[config.mk]
export PLATFORM = sky130hd
export DESIGN_NAME = asc_channel
export DESIGN_NICKNAME = d
export VERILOG_FILES = /design/src/rtl/asc_pkg.sv /design/src/rtl/asc_tick_if.sv /design/src/rtl/asc_baud_gen.sv /design/src/rtl/asc_rx.sv /design/src/rtl/asc_channel.sv
export VERILOG_INCLUDE_DIRS = /design/src /design/src/rtl
export SDC_FILE = /design/constraint.sdc
export NUM_CORES = 1
export LEC_CHECK = 0
export ABC_AREA = 1
export ABC_CLOCK_PERIOD_IN_PS = 5000
export BUFFER_PORTS_ARGS = -buffer_cell sky130_fd_sc_hd__buf_4
export CAP_MARGIN = 20
export CELL_PAD_IN_SITES_DETAIL_PLACEMENT = 1
export CELL_PAD_IN_SITES_GLOBAL_PLACEMENT = 1
export CORE_MARGIN = 2
export CORE_UTILIZATION = 45
export CTS_BUF_LIST = sky130_fd_sc_hd__clkbuf_16
export CTS_CLUSTER_DIAMETER = 30
export DETAILED_ROUTE_END_ITERATION = 16
export PLACE_DENSITY_LB_ADDON = 0.25
export SETUP_SLACK_MARGIN = 0.2
export SYNTH_ARGS = -nofsm -noshare
export SYNTH_HDL_FRONTEND = slang
export SYNTH_SLANG_ARGS = --single-unit
[constraint.sdc]
create_clock -name i_clk_sys -period 5 [get_ports i_clk_sys]
set_input_delay 0.75 -clock i_clk_sys [delete_from_list [all_inputs] [get_ports i_clk_sys]]
set_output_delay 0.75 -clock i_clk_sys [all_outputs]
set_load 0.01 [all_outputs]
[src/rtl/asc_regs.svh]
// register offsets, field positions, reset values and timing counts
`ifndef ASC_REGS_SVH
`define ASC_REGS_SVH
`define ASC_OFF_MODE      3'h0
`define ASC_OFF_CTRL0     3'h1
`define ASC_OFF_CTRL1     3'h2
`define ASC_OFF_BRG       3'h3
`define ASC_OFF_TXBUF_LO  3'h4
`define ASC_OFF_TXBUF_HI  3'h5
`define ASC_OFF_RXBUF_LO  3'h6
`define ASC_OFF_RXBUF_HI  3'h7
`define ASC_MODE_EXTCLK   3
`define ASC_MODE_STOP2    4
`define ASC_MODE_ODD      5
`define ASC_MODE_PAREN    6
`define ASC_MODE_SLEEP    7
`define ASC_C0_CS0        0
`define ASC_C0_CS1        1
`define ASC_C0_RTSSEL     2
`define ASC_C0_IDLE       3
`define ASC_C0_HSOFF      4
`define ASC_C0_TXS        5
`define ASC_C1_TE         0
`define ASC_C1_TI         1
`define ASC_C1_RE         2
`define ASC_C1_RI         3
`define ASC_C1_OER        4
`define ASC_C1_FER        5
`define ASC_C1_PER        6
`define ASC_C1_SUM        7
`define ASC_RST_MODE      8'h00
`define ASC_RST_CTRL0     8'h08
`define ASC_RST_CTRL1     8'h02
`define ASC_RST_BRG       8'h00
`define ASC_PHASES        4'hf
`define ASC_MID_PHASE     4'h7
`endif

[src/rtl/asc_pkg.sv]
// types shared by the serial channel modules
package asc_pkg;
	typedef enum logic [3:0] {
		ASC_TX_IDLE  = 4'b0001,
		ASC_TX_START = 4'b0010,
		ASC_TX_SHIFT = 4'b0100,
		ASC_TX_STOP  = 4'b1000
	} asc_tx_state_t;
	typedef enum logic [3:0] {
		ASC_RX_IDLE  = 4'b0001,
		ASC_RX_START = 4'b0010,
		ASC_RX_SHIFT = 4'b0100,
		ASC_RX_STOP  = 4'b1000
	} asc_rx_state_t;
	typedef struct packed {
		logic [3:0] nbits;
		logic       par_en;
		logic       odd;
		logic       stop2;
	} asc_fmt_t;
endpackage : asc_pkg

[src/rtl/asc_tick_if.sv]
// sixteen-per-bit sampling tick and frame format shared by the channel modules
`timescale 1ns/1ps
`default_nettype none
interface asc_tick_if;
	import asc_pkg::*;
	logic     tick16;
	asc_fmt_t fmt;
	modport src (output tick16, output fmt);
	modport dst (input tick16, input fmt);
endinterface : asc_tick_if
`default_nettype wire

[src/rtl/asc_baud_gen.sv]
// bit-rate divider: selected clock divided by n+1
`timescale 1ns/1ps
`default_nettype none
module asc_baud_gen #(
	parameter int PRE_W = 4
) (
	// clock and reset
	input  wire logic       i_clk_sys,
	input  wire logic       i_nrst,
	// source selection
	input  wire logic       i_ext_sel,
	input  wire logic [1:0] i_int_sel,
	input  wire logic       i_ext_rise,
	input  wire logic [7:0] i_brg,
	// tick out
	output logic            o_tick
);
	logic [PRE_W-1:0] pre_q;
	logic [7:0]       cnt_q;
	logic             src_en;
	always_ff @(posedge i_clk_sys) begin
		if (!i_nrst)
			pre_q <= '0;
		else
			pre_q <= pre_q + 1'b1;
	end
	// internal prescaled sources: f1, f/2, f/4, f/8 style enables
	always_comb begin
		if (i_ext_sel) begin
			src_en = i_ext_rise;
		end else begin
			unique case (i_int_sel)
				2'd0: src_en = 1'b1;
				2'd1: src_en = &pre_q[0:0];
				2'd2: src_en = &pre_q[1:0];
				default: src_en = &pre_q[2:0];
			endcase
		end
	end
	always_ff @(posedge i_clk_sys) begin
		if (!i_nrst)
			cnt_q <= 8'h00;
		else if (src_en)
			cnt_q <= (cnt_q == 8'h00) ? i_brg : cnt_q - 8'h01;
	end
	assign o_tick = src_en && (cnt_q == 8'h00);
endmodule : asc_baud_gen
`default_nettype wire

[src/rtl/asc_rx.sv]
// receive shifter with sixteen-phase start-relative sampling
`timescale 1ns/1ps
`default_nettype none
module asc_rx
	import asc_pkg::*;
(
	// clock and reset
	input  wire logic       i_clk_sys,
	input  wire logic       i_nrst,
	// control
	asc_tick_if.dst         tk,
	input  wire logic       i_enable,
	input  wire logic       i_rxd,
	// result
	output logic            o_busy,
	output logic            o_done,
	output logic [8:0]      o_data,
	output logic            o_fer,
	output logic            o_per
);
	`include "asc_regs.svh"
	asc_rx_state_t st_q;
	logic [3:0]    ph_q;
	logic [3:0]    idx_q;
	logic [8:0]    sh_q;
	logic          par_q;
	logic          stop2_q;
	logic [3:0]    total;
	logic          mid;
	assign total = tk.fmt.nbits + {3'h0, tk.fmt.par_en};
	assign mid = tk.tick16 && (ph_q == `ASC_MID_PHASE);
	assign o_busy = (st_q != ASC_RX_IDLE);
	always_ff @(posedge i_clk_sys) begin
		if (!i_nrst || !i_enable) begin
			st_q   <= ASC_RX_IDLE;
			ph_q   <= 4'h0;
			idx_q  <= 4'h0;
			sh_q   <= 9'h000;
			par_q  <= 1'b0;
			stop2_q <= 1'b0;
			o_done <= 1'b0;
			o_data <= 9'h000;
			o_fer  <= 1'b0;
			o_per  <= 1'b0;
		end else begin
			o_done <= 1'b0;
			if (tk.tick16 && st_q != ASC_RX_IDLE)
				ph_q <= ph_q + 4'h1;
			unique case (st_q)
				ASC_RX_IDLE: if (!i_rxd) begin
					st_q <= ASC_RX_START;
					ph_q <= 4'h0;
				end
				ASC_RX_START: if (mid) begin
					if (i_rxd) begin
						st_q <= ASC_RX_IDLE;
					end else begin
						st_q  <= ASC_RX_SHIFT;
						idx_q <= 4'h0;
						par_q <= 1'b0;
					end
				end
				ASC_RX_SHIFT: if (mid) begin
					if (idx_q < tk.fmt.nbits)
						sh_q[idx_q] <= i_rxd;
					par_q <= par_q ^ i_rxd;
					idx_q <= idx_q + 4'h1;
					if (idx_q + 4'h1 == total) begin
						st_q    <= ASC_RX_STOP;
						stop2_q <= 1'b0;
						o_fer   <= 1'b0;
					end
				end
				ASC_RX_STOP: if (mid) begin
					if (!i_rxd)
						o_fer <= 1'b1;
					if (tk.fmt.stop2 && !stop2_q && i_rxd) begin
						stop2_q <= 1'b1;
					end else begin
						st_q   <= ASC_RX_IDLE;
						o_done <= 1'b1;
						o_data <= sh_q;
						o_per  <= tk.fmt.par_en && (par_q ^ tk.fmt.odd) == 1'b0 ? 1'b0 :
							tk.fmt.par_en;
					end
				end
			endcase
		end
	end
endmodule : asc_rx
`default_nettype wire

[src/rtl/asc_channel.sv]
// asynchronous serial channel: registers, transmitter, handshake
//
// Added by the designer: the plain strobed port and the register offsets.
`timescale 1ns/1ps
`default_nettype none
// Behaviour
// - mode bit 3 picks external clock
// - control0 bits 1:0 pick internal prescale
// - divide by n+1 then by 16
// - stop count, parity enable, odd/even parity
// - control0 bit 2: CTS in or RTS out
// - control0 bit 4 disables handshake
// - control0 bit 5 selects open-drain transmit
// - start needs enable, buffer full, CTS low
// - start, data lsb first, parity, stops
// - buffer-empty flag clear on write, set on load
// - next buffer auto-loads after frame ends
// - started frame ignores enable and CTS
// - start checked during frame-end strobe
// - idle flag sets cycle after frame end
// - receiver counts from start-bit edge
// - RTS low when ready, high receiving
// - full frame to buffer sets receive-full
// - overrun when buffer still full
// - framing, parity, summary error flags
// - flag clearing by read or disable
// - sleep drops characters with top bit 0
module asc_channel
	import asc_pkg::*;
#(
	parameter int  PRE_W     = 4,
	parameter bit  HAS_TXS   = 1'b1
) (
	// clock and reset
	input  wire logic       i_clk_sys,
	input  wire logic       i_nrst,
	// register port
	input  wire logic [2:0] i_addr,
	input  wire logic [7:0] i_wdata,
	input  wire logic       i_wr,
	input  wire logic       i_rd,
	output logic [7:0]      o_rdata,
	// pins
	input  wire logic       i_rxd,
	input  wire logic       i_clk_pin,
	input  wire logic       i_cts_n,
	input  wire logic       i_serial_sel,
	output logic            o_txd,
	output logic            o_txd_oe_n,
	output logic            o_rts_n,
	output logic            o_rts_oe_n,
	output logic            o_clk_pin_used,
	// events
	output logic            o_tx_req,
	output logic            o_rx_req
);
	`include "asc_regs.svh"
	asc_tick_if tk ();
	logic [7:0] mode_q, ctrl0_q, brg_q;
	logic       tx_enable_flag_q, tx_buffer_empty_flag_q, rx_enable_flag_q;
	logic       rx_full_flag_q, overrun_flag_q, framing_error_flag_q, parity_error_flag_q;
	logic       tx_idle_flag_q;
	logic [8:0] txbuf_q, rxbuf_q;
	logic [2:0] rxd_s_q, clk_s_q, cts_s_q;
	logic       rxd_s, cts_s, ext_rise;
	logic       tick_pre;
	logic [3:0] div16_q;
	logic       bit_tick;
	asc_tx_state_t tx_st_q;
	logic [3:0] tx_ph_q;
	logic [3:0] tx_idx_q;
	logic [8:0] tx_sh_q;
	logic       tx_par_q;
	logic       tx_stop2_q;
	logic       frame_end_strobe;
	logic       start_ok;
	logic       wr_tx, rd_rxlo, re_off;
	logic       rx_busy, rx_done, rx_fer, rx_per;
	logic [8:0] rx_data;
	logic       accept;
	logic       cts_sel, rts_sel;
	logic       rts_ready_q;
	function automatic logic [3:0] fmt_bits(input logic [2:0] m);
		unique case (m)
			3'b100:  fmt_bits = 4'd7;
			3'b110:  fmt_bits = 4'd9;
			default: fmt_bits = 4'd8;
		endcase
	endfunction : fmt_bits
	// pin synchronisers; only stage 2 and later are read
	always_ff @(posedge i_clk_sys) begin
		if (!i_nrst) begin
			rxd_s_q <= 3'b111;
			clk_s_q <= 3'b000;
			cts_s_q <= 3'b111;
		end else begin
			rxd_s_q <= {rxd_s_q[1:0], i_rxd};
			clk_s_q <= {clk_s_q[1:0], i_clk_pin};
			cts_s_q <= {cts_s_q[1:0], i_cts_n};
		end
	end
	assign rxd_s    = rxd_s_q[1];
	assign cts_s    = cts_s_q[1];
	assign ext_rise = clk_s_q[1] && !clk_s_q[2];
	asc_baud_gen #(.PRE_W(PRE_W)) u_baud (
		.i_clk_sys  (i_clk_sys),
		.i_nrst     (i_nrst),
		.i_ext_sel  (mode_q[`ASC_MODE_EXTCLK]),
		.i_int_sel  (ctrl0_q[`ASC_C0_CS1:`ASC_C0_CS0]),
		.i_ext_rise (ext_rise),
		.i_brg      (brg_q),
		.o_tick     (tick_pre)
	);
	assign tk.tick16       = tick_pre;
	assign tk.fmt.nbits    = fmt_bits(mode_q[2:0]);
	assign tk.fmt.par_en   = mode_q[`ASC_MODE_PAREN];
	assign tk.fmt.odd      = mode_q[`ASC_MODE_ODD];
	assign tk.fmt.stop2    = mode_q[`ASC_MODE_STOP2];
	assign o_clk_pin_used  = mode_q[`ASC_MODE_EXTCLK];
	// handshake selection
	assign cts_sel = !ctrl0_q[`ASC_C0_HSOFF] && !ctrl0_q[`ASC_C0_RTSSEL];
	assign rts_sel = !ctrl0_q[`ASC_C0_HSOFF] && ctrl0_q[`ASC_C0_RTSSEL];
	// bus decode
	assign wr_tx   = i_wr && (i_addr == `ASC_OFF_TXBUF_LO);
	assign rd_rxlo = i_rd && (i_addr == `ASC_OFF_RXBUF_LO);
	assign re_off  = (i_wr && i_addr == `ASC_OFF_CTRL1 && !i_wdata[`ASC_C1_RE]) ||
		!i_serial_sel;
	always_ff @(posedge i_clk_sys) begin
		if (!i_nrst) begin
			mode_q  <= `ASC_RST_MODE;
			ctrl0_q <= `ASC_RST_CTRL0 & 8'h37;
			brg_q   <= `ASC_RST_BRG;
		end else if (i_wr) begin
			if (i_addr == `ASC_OFF_MODE)
				mode_q <= i_wdata;
			if (i_addr == `ASC_OFF_CTRL0)
				ctrl0_q <= i_wdata & (HAS_TXS ? 8'h37 : 8'h17);
			if (i_addr == `ASC_OFF_BRG)
				brg_q <= i_wdata;
		end
	end
	always_ff @(posedge i_clk_sys) begin
		if (!i_nrst) begin
			tx_enable_flag_q <= 1'b0;
			rx_enable_flag_q <= 1'b0;
		end else if (i_wr && i_addr == `ASC_OFF_CTRL1) begin
			tx_enable_flag_q <= i_wdata[`ASC_C1_TE];
			rx_enable_flag_q <= i_wdata[`ASC_C1_RE];
		end
	end
	always_ff @(posedge i_clk_sys) begin
		if (!i_nrst)
			txbuf_q <= 9'h000;
		else if (wr_tx)
			txbuf_q[7:0] <= i_wdata;
		else if (i_wr && i_addr == `ASC_OFF_TXBUF_HI)
			txbuf_q[8] <= i_wdata[0];
	end
	// divide tick by 16 into the transmit bit clock
	always_ff @(posedge i_clk_sys) begin
		if (!i_nrst)
			div16_q <= 4'h0;
		else if (tick_pre)
			div16_q <= div16_q + 4'h1;
	end
	assign bit_tick = tick_pre && (div16_q == `ASC_PHASES);
	// frame end strobe: high on a bit tick while idle or on the last bit tick of stop
	// idle loads wait for a bit tick so the start bit is a full bit long
	assign frame_end_strobe = (tx_st_q == ASC_TX_IDLE && bit_tick) ||
		(tx_st_q == ASC_TX_STOP && bit_tick && (!tk.fmt.stop2 || tx_stop2_q));
	assign start_ok = tx_enable_flag_q && !tx_buffer_empty_flag_q &&
		(!cts_sel || !cts_s);
	always_ff @(posedge i_clk_sys) begin
		if (!i_nrst) begin
			tx_st_q   <= ASC_TX_IDLE;
			tx_ph_q   <= 4'h0;
			tx_idx_q  <= 4'h0;
			tx_sh_q   <= 9'h1ff;
			tx_par_q  <= 1'b0;
			tx_stop2_q <= 1'b0;
			o_txd     <= 1'b1;
		end else if (frame_end_strobe && start_ok) begin
			tx_st_q  <= ASC_TX_START;
			tx_sh_q  <= txbuf_q;
			tx_idx_q <= 4'h0;
			tx_par_q <= 1'b0;
			o_txd    <= 1'b0;
		end else if (frame_end_strobe) begin
			tx_st_q <= ASC_TX_IDLE;
			o_txd   <= 1'b1;
		end else if (bit_tick) begin
			unique case (tx_st_q)
				ASC_TX_START, ASC_TX_SHIFT: begin
					if (tx_idx_q < tk.fmt.nbits) begin
						o_txd    <= tx_sh_q[tx_idx_q];
						tx_par_q <= tx_par_q ^ tx_sh_q[tx_idx_q];
						tx_idx_q <= tx_idx_q + 4'h1;
						tx_st_q  <= ASC_TX_SHIFT;
					end else if (tk.fmt.par_en && tx_st_q == ASC_TX_SHIFT &&
							tx_idx_q == tk.fmt.nbits) begin
						o_txd    <= tx_par_q ^ tk.fmt.odd;
						tx_idx_q <= tx_idx_q + 4'h1;
					end else begin
						o_txd      <= 1'b1;
						tx_st_q    <= ASC_TX_STOP;
						tx_stop2_q <= 1'b0;
					end
				end
				ASC_TX_STOP: tx_stop2_q <= 1'b1;
				default: tx_st_q <= ASC_TX_IDLE;
			endcase
		end
	end
	always_ff @(posedge i_clk_sys) begin
		if (!i_nrst)
			tx_buffer_empty_flag_q <= 1'b1;
		else if (frame_end_strobe && start_ok)
			tx_buffer_empty_flag_q <= 1'b1;
		else if (wr_tx)
			tx_buffer_empty_flag_q <= 1'b0;
	end
	assign o_tx_req = frame_end_strobe && start_ok;
	always_ff @(posedge i_clk_sys) begin
		if (!i_nrst)
			tx_idle_flag_q <= 1'b1;
		else if (frame_end_strobe && start_ok)
			tx_idle_flag_q <= 1'b0;
		else if (frame_end_strobe)
			tx_idle_flag_q <= 1'b1;
	end
	assign o_txd_oe_n = (ctrl0_q[`ASC_C0_TXS] && HAS_TXS) ? o_txd : 1'b0;
	asc_rx u_rx (
		.i_clk_sys (i_clk_sys),
		.i_nrst    (i_nrst),
		.tk        (tk.dst),
		.i_enable  (rx_enable_flag_q && i_serial_sel),
		.i_rxd     (rxd_s),
		.o_busy    (rx_busy),
		.o_done    (rx_done),
		.o_data    (rx_data),
		.o_fer     (rx_fer),
		.o_per     (rx_per)
	);
	// sleep: top data bit zero is dropped
	assign accept = rx_done && (!mode_q[`ASC_MODE_SLEEP] ||
		rx_data[tk.fmt.nbits - 4'h1]);
	always_ff @(posedge i_clk_sys) begin
		if (!i_nrst) begin
			rxbuf_q              <= 9'h000;
			rx_full_flag_q       <= 1'b0;
			overrun_flag_q       <= 1'b0;
			framing_error_flag_q <= 1'b0;
			parity_error_flag_q  <= 1'b0;
		end else if (accept) begin
			rxbuf_q              <= rx_data;
			rx_full_flag_q       <= 1'b1;
			overrun_flag_q       <= overrun_flag_q | rx_full_flag_q;
			framing_error_flag_q <= rx_fer;
			parity_error_flag_q  <= rx_per;
		end else if (re_off) begin
			rx_full_flag_q       <= 1'b0;
			overrun_flag_q       <= 1'b0;
			framing_error_flag_q <= 1'b0;
			parity_error_flag_q  <= 1'b0;
		end else if (rd_rxlo) begin
			rx_full_flag_q       <= 1'b0;
			framing_error_flag_q <= 1'b0;
			parity_error_flag_q  <= 1'b0;
		end
	end
	assign o_rx_req = accept && !rx_full_flag_q;
	// rts: ready after enable, busy during frame, ready after transfer
	always_ff @(posedge i_clk_sys) begin
		if (!i_nrst)
			rts_ready_q <= 1'b0;
		else if (!rx_enable_flag_q)
			rts_ready_q <= 1'b0;
		else if (rx_busy && !rx_done)
			rts_ready_q <= 1'b0;
		else
			rts_ready_q <= 1'b1;
	end
	assign o_rts_n    = !(rts_sel && rts_ready_q);
	assign o_rts_oe_n = !rts_sel;
	// register read, one cycle later
	always_ff @(posedge i_clk_sys) begin
		if (!i_nrst) begin
			o_rdata <= 8'h00;
		end else if (i_rd) begin
			unique case (i_addr)
				`ASC_OFF_MODE:     o_rdata <= mode_q;
				`ASC_OFF_CTRL0:    o_rdata <= {ctrl0_q[7:4], tx_idle_flag_q, ctrl0_q[2:0]};
				`ASC_OFF_CTRL1:    o_rdata <= {overrun_flag_q | framing_error_flag_q |
					parity_error_flag_q, parity_error_flag_q, framing_error_flag_q,
					overrun_flag_q, rx_full_flag_q, rx_enable_flag_q,
					tx_buffer_empty_flag_q, tx_enable_flag_q};
				`ASC_OFF_BRG:      o_rdata <= brg_q;
				`ASC_OFF_RXBUF_LO: o_rdata <= rxbuf_q[7:0];
				`ASC_OFF_RXBUF_HI: o_rdata <= {7'h00, rxbuf_q[8]};
				default:           o_rdata <= 8'h00;
			endcase
		end else begin
			o_rdata <= 8'h00;
		end
	end
endmodule : asc_channel
`default_nettype wire

==> results.py, run 1 <==
metrics = {
    "synthesis": {
        "synthTopCellsByArea": "dfxtp_1, nand2_1, a21oi_1",
        "yosysWarnings": 0,
        "avgSynthCellArea_um2": 7.204,
        "netlist_area_mm2": 0.006296,
        "async_reset_ff_frac": 0,
        "synth-seq-area-share": 0.4229,
        "ys_types": 43,
        "yosysTopAreaCellShare": 0.4229,
        "synth_edf_count": 0,
        "synth.largest_area_cell": "dfxtp_1",
        "ys_ff_latch": 133,
        "syn_nets": 913,
        "ys.flop_type": "dfxtp_1",
        "synth.most_common_cell": "nand2_1",
        "netlist_top_cells_count": "nand2_1, dfxtp_1, inv_1",
        "syn-instance-count": 874,
    },
    "layout": {
        "antennaDiodeCount": 0,
        "nets": 941,
        "final_area_mm2": 0.007251,
        "instances_no_fill": 1095,
        "drive_gt1_frac": 0.1038,
        "final_core_util": 0.5264,
        "syn2layout_area_growth_pct": 15.16,
    },
    "setup_path": {
        "criticalPathCategory": "reg -> out",
        "cp_slowest_cell": "dfxtp_1",
        "cp_slowest_stage_delay_ps": 350,
        "end_kind": "output port",
        "worstPathArrival_ps": 2490,
        "crit_chain": "ha_1 > ha_1 > nand2_1 > nand3_1 > nand3_1 > nand2_4 > nand2_4 > nor3_4 > nand2_1 > nor2_4 > buf_4",
        "cp_max_fo": 16,
        "r2r_slack_ps": 2360,
        "worstSetupStartpointType": "register",
        "cp.required_ps": 4250,
    },
    "placed_design": {
        "port_buffers": 33,
        "dp.cells": 1063,
        "hpwl_um": 13910,
        "preCtsSetupSlack_ps": 1801,
        "gp_congestion": 0.8439,
        "placed_area_mm2": 0.006661,
    },
    "timing": {
        "fin_setup_tns_ps": 0,
        "maxSlewViolCount": 0,
        "post-route-period-util": 0.6487,
        "setup_violations": 0,
        "slew_headroom": 0.4241,
        "hold_viol": 0,
        "whs_ps": 415.0,
        "setup_slack_ps": 1757,
        "worst_pin_slew_ps": 861.4,
        "fin_crit_ps": 3243,
        "max_freq_ghz": 0.3083,
        "rsz0062_at_grt": "no",
        "clock_skew_ps": 7.508,
    },
    "drt": {
        "first_pass_iters": 5,
        "drt.antenna.violating_nets": 0,
        "finalWirelength_um": 18860,
        "drcViolationCount": 0,
        "wl_per_cell_um": 17.22,
        "vias": 5940,
        "drt_iter0_markers": 331,
        "viasPerCell": 5.425,
    },
    "cts": {
        "cts-root-buf": "clkbuf_16",
        "post_cts_buffers": 0,
        "clkLatencyLatePin_ps": 420,
        "clk_pin_slew_worst_paths_ps": 60,
        "htreeDepth": 4,
        "clockBufferDepth": 2,
        "cts_hold_buf": 0,
        "ctsResizeCount": 0,
        "numCtsBuffers": 17,
        "cts_sinks": 133,
        "cts_tree": "built",
    },
    "pwr": {
        "peakVddDrop_mv": 0.2216,
        "power.leakage_nw": 3.045,
        "power_mw": 2.751,
        "power_density_mw_per_mm2": 379.4,
    },
    "flow_run": {
        "drv_cap": 0,
    },
    "outcome": {
        "status": "complete, no violations",
    },
    "floorplan": {
        "core_area_mm2": 0.01377,
        "initial_core_util": 0.4571,
        "die_width_um": 122.3,
        "die_area_mm2": 0.01495,
        "die_height_um": 122.3,
        "num_rows": 43,
        "io_pins": 34,
    },
    "global_routing": {
        "grt_pass1_wl_um": 30430,
        "antenna_found_initial": 0,
        "grt_max_degree": 65,
        "grt_pass1_vias": 6161,
        "overflow": 0,
        "grt_util_all_layers": 0.2616,
    },
    "hold_path": {
        "hold_class": "reg -> reg",
    },
}
-- cells in the final DEF (no fill, tap or decap), types with 5 or more instances in the layout --
| master | Yosys | layout |
|---|---|---|
| nand2_2 | 5 | 5 |
| nand3_1 | 74 | 74 |
| clkbuf_16 | 0 | 17 |
| a21oi_1 | 85 | 85 |
| buf_4 | 0 | 33 |
| o211ai_1 | 11 | 11 |
| nand4_1 | 20 | 20 |
| inv_2 | 8 | 8 |
| nor2_1 | 92 | 92 |
| inv_1 | 106 | 108 |
| ha_1 | 20 | 20 |
| nor3_1 | 11 | 11 |
| o21ai_0 | 62 | 62 |
| dfxtp_1 | 133 | 133 |
| nand2_1 | 169 | 169 |
-- logic make-up after synthesis --
| kind of cell | share of synthesized area |
|---|---|
| adder cells (fa/ha/maj) | 0.03975 |
| multiplexers | 0.001590 |
| AND/OR/NAND/NOR | 0.2897 |
| AO/OA/AOI/OAI | 0.1554 |
| buffers and inverters | 0.08506 |
| XOR/XNOR | 0.005565 |
| flip-flops | 0.4229 |
-- worst max-delay path, delay by kind of cell, from the launching register on --
kind	cells	cell delay, ps
buf+inv	1	160
flops	1	350
simple gates	8	1210
fa+ha+maj	2	340
-- final timing paths --
| path | from | depth (start not counted) | end |
|---|---|---|---|
| max | u_baud.pre_q[0]$_SDFF_PN0_ | 11 | o_tx_req |
| min | clk_s_q[0]$_SDFF_PN0_ | 2 | clk_s_q[1]$_SDFF_PN0_ |
| max reg2reg | mode_q[1]$_SDFFE_PN0P_ | 13 | tx_idx_q[2]$_SDFFE_PP0P_ |
| min reg2reg | clk_s_q[0]$_SDFF_PN0_ | 2 | clk_s_q[1]$_SDFF_PN0_ |
-- flip-flops by register name (all words and copies together) (netlist names), 9 cells and up --
register,flops
rxbuf_q,9
u_rx.o_data,9
tx_sh_q,9
u_rx.sh_q,9
txbuf_q,9
-- area by class of cell --
class	count	area (um^2)
Fill cell	1783	6523
Multi-Input combinational cell	603	3098
Sequential cell	133	2663
Inverter	114	427.9
Clock buffer	17	425.4
Timing Repair Buffer	33	247.7
Tap cell	180	225.2
Clock inverter	15	163.9
-- routing by layer --
layer,routed length [um],GRT usage,vias up
li1,-,-,2936
met2,9532,0.4642,100
met5,0,0,-
met4,555,0.1214,0
met3,560,0.04786,39
met1,8210,0.3044,2865
-- power breakdown --
group	switching (mW)	internal, mW
Combinational	0.237	0.119
Clock	0.473	0.777
Sequential	0.0372	1.11
Total	0.748	2.00
Power figures use the tool's default switching activity.
==> run 2: changes to the inputs <==
--- a/config.mk
+++ b/config.mk
@@ -6,8 +6,8 @@
 export SDC_FILE = /design/constraint.sdc
 export NUM_CORES = 1
 export LEC_CHECK = 0
-export ABC_AREA = 1
-export ABC_CLOCK_PERIOD_IN_PS = 5000
+export ABC_AREA = 0
+export ABC_CLOCK_PERIOD_IN_PS = 3400
 export BUFFER_PORTS_ARGS = -buffer_cell sky130_fd_sc_hd__buf_4
 export CAP_MARGIN = 20
 export CELL_PAD_IN_SITES_DETAIL_PLACEMENT = 1
==> constraint.sdc (replaced) <==
create_clock -name i_clk_sys -period 3.4 [get_ports i_clk_sys]
set_input_delay 0.51 -clock i_clk_sys [delete_from_list [all_inputs] [get_ports i_clk_sys]]
set_output_delay 0.51 -clock i_clk_sys [all_outputs]
set_load 0.01 [all_outputs]
==> run 2 against run 1 <==
Effect of this change:
- final area decreased by 2.8%
- synthesized cell count decreased by 20%
- total power increased by 38%
- clock skew decreased by 1.6 ps
- critical path type unchanged
==> results.py, run 2 <==
metrics = {
    "setup_path": {
        "crit_chain": "inv_1 > ha_1 > or3b_1 > or2_4 > a211oi_4 > nand3_1 > inv_1 > buf_4",
        "cp_slowest_stage_delay_ps": 470,
        "cp_slowest_cell": "or3b_1",
        "crit_path_frequent_cell": "inv_1",
        "criticalPathCategory": "reg -> out",
        "worstSetupStartpointType": "register",
        "end_kind": "output port",
        "cp_max_fo": 12,
        "crit_buf_inv": 3,
        "worstPathArrival_ps": 2620,
        "critical_path.top_delay_family": "simple AND/OR/NAND/NOR gates",
        "cp.required_ps": 2890,
    },
    "global_routing": {
        "grt_util_all_layers": 0.2494,
        "grt_pass1_vias": 5474,
        "grt_max_degree": 60,
        "use_met1": 0.3149,
        "grt_most_used_layer": "met2",
        "antenna_found_initial": 0,
        "overflow": 0,
        "grt_use_met2": 0.4192,
        "grt_pass1_wl_um": 28320,
        "grt_use_met3": 0.06015,
    },
    "pwr": {
        "seqPwrFrac": 0.448,
        "peakVddDrop_mv": 0.5594,
        "power.switching_mw": 1.062,
        "sw_frac_of_total": 0.2795,
        "pwr-share-clk": 0.400,
        "power_density_mw_per_mm2": 539.0,
        "power_mw": 3.801,
        "p_int_mw": 2.738,
        "comb_power_share": 0.152,
        "power.leakage_nw": 2.640,
    },
    "floorplan": {
        "die_height_um": 121.1,
        "num_rows": 42,
        "io_pins": 34,
        "core_area_mm2": 0.01330,
        "die_width_um": 121.1,
        "die_area_mm2": 0.01466,
        "initial_core_util": 0.4640,
    },
    "synthesis": {
        "synth_compound_area_frac": 0.1456,
        "synth-seq-area-share": 0.4316,
        "async_reset_ff_frac": 0,
        "synth_edf_count": 0,
        "netlist_top_cells_count": "dfxtp_1, nand2_1, nor2_1",
        "synthTopCellsByArea": "dfxtp_1, mux2i_1, nand2_1",
        "ys_types": 70,
        "synth_fa_ha_area_frac": 0.04057,
        "yosys.area_share.simple": 0.2294,
        "yosysWarnings": 0,
        "synth_top_family_by_area": "simple AND/OR/NAND/NOR gates",
        "netlist_area_mm2": 0.006168,
        "synth.largest_area_cell": "dfxtp_1",
        "syn-instance-count": 702,
        "syn_nets": 741,
        "ys.flop_type": "dfxtp_1",
        "avgSynthCellArea_um2": 8.787,
        "synth_xor_area_frac": 0.02414,
        "synth.most_common_cell": "dfxtp_1",
        "ys_ff_latch": 133,
        "yosysTopAreaCellShare": 0.4316,
        "synthMuxAreaShare": 0.09858,
    },
    "cts": {
        "cts_tree": "built",
        "htreeDepth": 4,
        "numCtsBuffers": 17,
        "clk_pin_slew_worst_paths_ps": 50,
        "clkLatencyLatePin_ps": 410,
        "cts-root-buf": "clkbuf_16",
        "clockBufferDepth": 2,
        "cts_sinks": 133,
        "cts_hold_buf": 0,
    },
    "layout": {
        "antennaDiodeCount": 0,
        "drive_gt1_frac": 0.1135,
        "mostFrequentLayoutCells": "dfxtp_1, nand2_1, nor2_1",
        "final_common_cell": "dfxtp_1",
        "nets": 769,
        "final_area_mm2": 0.007051,
        "syn2layout_area_growth_pct": 14.30,
    },
    "timing": {
        "post-route-period-util": 0.9205,
        "worst_pin_slew_ps": 1076,
        "maxSlewViolCount": 0,
        "whs_ps": 281.5,
        "setup_violations": 0,
        "max_freq_ghz": 0.3195,
        "slew_headroom": 0.2828,
        "rsz0062_at_grt": "yes",
        "clock_skew_ps": 5.926,
        "setup_slack_ps": 270.2,
        "fin_setup_tns_ps": 0,
        "hold_viol": 0,
        "fin_crit_ps": 3130,
    },
    "outcome": {
        "status": "complete, no violations",
    },
    "flow_run": {
        "drv_cap": 0,
    },
    "drt": {
        "wl_per_cell_um": 19.41,
        "drcViolationCount": 0,
        "first_pass_iters": 4,
        "finalWirelength_um": 17780,
        "viasPerCell": 5.775,
        "drt_iter0_markers": 358,
        "drt.antenna.violating_nets": 0,
        "vias": 5290,
    },
    "placed_design": {
        "port_buffers": 33,
        "hpwl_um": 12690,
        "preCtsSetupSlack_ps": 390.8,
        "placed_area_mm2": 0.006560,
        "gp_congestion": 0.8863,
    },
    "hold_path": {
        "hold_class": "in -> reg",
    },
}
-- run 2: cell count changes after synthesis, sizes merged, moves of 24 or more --
cell / before / now
nand2: 176 / 112
mux2i: 1 / 45
nand3: 77 / 19
inv: 114 / 12
nor2: 101 / 77
o21ai: 65 / 17
-- run 2: worst reg2reg max path, stage by stage, from the launching register on --
cell and delay (ps):
dfxtp_1 400, nor2b_1 170, buf_4 160, nor2b_1 360
inv_1 200, ha_1 340, nand3_1 170, nor4_2 350
o21bai_1 270, nand3b_1 190, xnor2_1 200, nor2_1 60
-- run 2: through the flow --
step | util | cells
2_1_floorplan | - | 702
3_3_place_gp | 0.4934 | 886
3_5_place_dp | 0.4934 | 886
4_1_cts | 0.5293 | 915
5_1_grt | 0.5303 | 916
6_report | 0.5303 | 916
-- run 2: timing repair --
action,4_1_cts,5_1_grt
gates resized for setup,0,1
gates cloned,0,0
buffers inserted,0,1
pin swaps,1,1
setup endpoints to repair,1,3
-- run 2: layer usage --
metal	wire [um]	vias up
met5	0	-
met4	233	0
met3	821	19
met2	8701	100
met1	8021	2648
li1	-	2523
-- run 2: final timing paths --
path | start | endpoint | slack, ps | cells past startpoint
hold reg to reg | rxd_s_q[0]$_SDFF_PN1_ | rxd_s_q[1]$_SDFF_PN1_ | 410 | 1
setup reg to reg | mode_q[2]$_SDFFE_PN0P_ | tx_idx_q[0]$_SDFFE_PP0P_ | 430 | 11
hold / removal | i_cts_n | cts_s_q[0]$_SDFF_PN1_ | 280 | 2
setup / recovery | u_baud.cnt_q[0]$_SDFFE_PN0P_ | o_tx_req | 270 | 8
-- run 2: cell families after synthesis --
logic type                 count (synthesis)
AOI/OAI and AO/OA                        134
xor gates and xnor gates                  17
adders and majority gates                 20
buffers and inverters                     46
DFF                                      133
muxes                                     53
and+or+nand+nor                          299
-- run 2: power groups by stage --
stage / Sequential, mW / Clock (mW) / Combinational (mW)
2_1_floorplan: 1.70 / 0 / 0.445
3_3_place_gp: 1.72 / 0 / 0.538
3_5_place_dp: 1.73 / 0 / 0.565
4_1_cts: 1.70 / 1.54 / 0.577
5_1_grt: 1.71 / 1.61 / 0.633
6_report: 1.70 / 1.52 / 0.579
-- run 2: final cells by class --
type | count | area (um^2)
clock buffers | 17 | 425.4
clock inverters | 12 | 51.30
fillers | 1535 | 6245
inverters | 13 | 48.80
multi-input cells | 523 | 3327
flip-flops and latches | 133 | 2663
well taps | 176 | 220.2
repair buffers | 42 | 315.3
==> run 3: changes to the inputs <==
--- a/config.mk
+++ b/config.mk
@@ -13,7 +13,7 @@
 export CELL_PAD_IN_SITES_DETAIL_PLACEMENT = 1
 export CELL_PAD_IN_SITES_GLOBAL_PLACEMENT = 1
 export CORE_MARGIN = 2
-export CORE_UTILIZATION = 45
+export CORE_UTILIZATION = 44
 export CTS_BUF_LIST = sky130_fd_sc_hd__clkbuf_16
 export CTS_CLUSTER_DIAMETER = 30
 export DETAILED_ROUTE_END_ITERATION = 16
==> run 3 against run 2 <==
Effect of this change:
- via count is essentially flat
- routed wire length rose by 0.27%
- die area is 2.2% higher
- final cell count rose by 0.76%
- first-iteration DRC count rose by 3.6%
- critical endpoint unchanged
- largest cell class unchanged
- largest power group unchanged
- highest routed layer is now met5
==> results.py, run 3 (synthesis gave the netlist of run 2 again) <==
metrics = {
    "outcome": {
        "status": "complete, no violations",
    },
    "cts": {
        "clockBufferDepth": 2,
        "cts_sinks": 133,
        "cts_tree": "built",
        "cts_hold_buf": 0,
        "cts-root-buf": "clkbuf_16",
        "htreeDepth": 4,
        "numCtsBuffers": 17,
        "clkLatencyLatePin_ps": 420,
        "clk_pin_slew_worst_paths_ps": 60,
    },
    "timing": {
        "fin_crit_ps": 3005,
        "maxSlewViolCount": 0,
        "fin_setup_tns_ps": 0,
        "slew_headroom": 0.3076,
        "rsz0062_at_grt": "no",
        "worst_pin_slew_ps": 1037,
        "setup_violations": 0,
        "clock_skew_ps": 6.665,
        "post-route-period-util": 0.8838,
        "setup_slack_ps": 395.2,
        "max_freq_ghz": 0.3328,
        "hold_viol": 0,
    },
    "floorplan": {
        "die_width_um": 122.4,
        "num_rows": 43,
        "io_pins": 34,
        "die_height_um": 122.4,
        "die_area_mm2": 0.01498,
        "core_area_mm2": 0.01377,
        "initial_core_util": 0.4479,
    },
    "drt": {
        "drt.antenna.violating_nets": 0,
        "wl_per_cell_um": 19.31,
        "drcViolationCount": 0,
        "viasPerCell": 5.727,
        "vias": 5286,
        "finalWirelength_um": 17830,
        "drt_iter0_markers": 371,
        "first_pass_iters": 4,
    },
    "pwr": {
        "power_density_mw_per_mm2": 554.2,
        "peakVddDrop_mv": 0.4477,
        "power_mw": 3.935,
        "power.leakage_nw": 2.669,
    },
    "hold_path": {
        "worst_hold_startpoint": "i_cts_n",
        "hold_class": "in -> reg",
    },
    "layout": {
        "antennaDiodeCount": 0,
        "final_area_mm2": 0.007101,
        "final_common_cell": "dfxtp_1",
        "syn2layout_area_growth_pct": 15.11,
        "mostFrequentLayoutCells": "dfxtp_1, nand2_1, nor2_1",
        "fill_cells": 1629,
        "final_core_util": 0.5155,
        "nets": 769,
        "drive_gt1_frac": 0.1198,
    },
    "placed_design": {
        "placed_area_mm2": 0.006558,
        "hpwl_um": 12700,
        "gp_congestion": 0.8764,
        "port_buffers": 33,
        "preCtsSetupSlack_ps": 552.9,
    },
    "setup_path": {
        "cp_max_fo": 12,
        "r2r_start": "u_baud.cnt_q[0]$_SDFFE_PN0P_",
        "worstSetupStartpointType": "register",
        "criticalPathCategory": "reg -> out",
        "startpoint": "u_baud.cnt_q[0]$_SDFFE_PN0P_",
        "end_kind": "output port",
        "worstPathArrival_ps": 2490,
        "cp.required_ps": 2890,
    },
    "global_routing": {
        "antenna_found_initial": 2,
        "grt_pass1_wl_um": 29100,
        "grt_util_all_layers": 0.2528,
        "grt_pass1_vias": 5548,
        "overflow": 0,
        "grt_max_degree": 60,
    },
    "flow_run": {
        "drv_cap": 0,
    },
}
-- run 3: cell count changes in the layout (fill, tap and decap cells not counted), sizes merged --
cell and change:
bufinv +1, inv +1, clkinvlp +1
-- run 3: worst paths after layout --
check	end	slack [ps]	cells past startpoint
hold / removal	cts_s_q[0]$_SDFF_PN1_	290	2
setup reg to reg	u_rx.sh_q[7]$_SDFFE_PP0P_	560	8
setup / recovery	o_tx_req	400	8
hold reg to reg	cts_s_q[1]$_SDFF_PN1_	420	1
-- run 3: timing repair --
item                       4_1_cts  5_1_grt
setup endpoints to repair        1        1
gates resized for setup          0        1
setup buffers                    1        1
hold endpoints to repair         0        0
pin swaps                        1        1
-- run 3: critical path, stage by stage (launching register included) --
cell	delay, ps
dfxtp_1	340
inv_1	90
ha_1	170
or3b_4	420
or2_4	360
a211oi_4	320
nand3_1	160
inv_1	100
buf_4	120
-- run 3: cell type report --
type | instances | area, um^2 | share of cell area
multi-input combinational | 523 | 3323 | 0.4680
sequential | 133 | 2663 | 0.3750
clock buffer | 17 | 425.4 | 0.05991
timing repair buffer | 42 | 315.3 | 0.04441
tap | 180 | 225.2 | 0.03172
clock inverter | 15 | 100.1 | 0.01410
inverter | 13 | 48.80 | 0.006872
-- run 3: metal layers --
| layer | track usage | share of wire | up-vias |
|---|---|---|---|
| li1 | - | - | 2514 |
| met4 | 0.07112 | 0.014 | 4 |
| met1 | 0.3193 | 0.45 | 2630 |
| met3 | 0.06599 | 0.052 | 30 |
| met2 | 0.4260 | 0.49 | 108 |
| met5 | 0 | 0.0015 | - |
-- run 3: power by group --
part	switching, mW	total [mW]	internal [mW]
Combinational	0.357	0.590	0.233
Clock	0.672	1.65	0.979
Sequential	0.0689	1.69	1.63
Total	1.10	3.94	2.84
-- run 3: through the flow --
step	instances	hold WS [ps]
3_5_place_dp	889	406.9
5_1_grt	923	271.7
4_1_cts	922	276.4
3_3_place_gp	889	400.3
2_1_floorplan	702	386.3
6_report	923	285.8
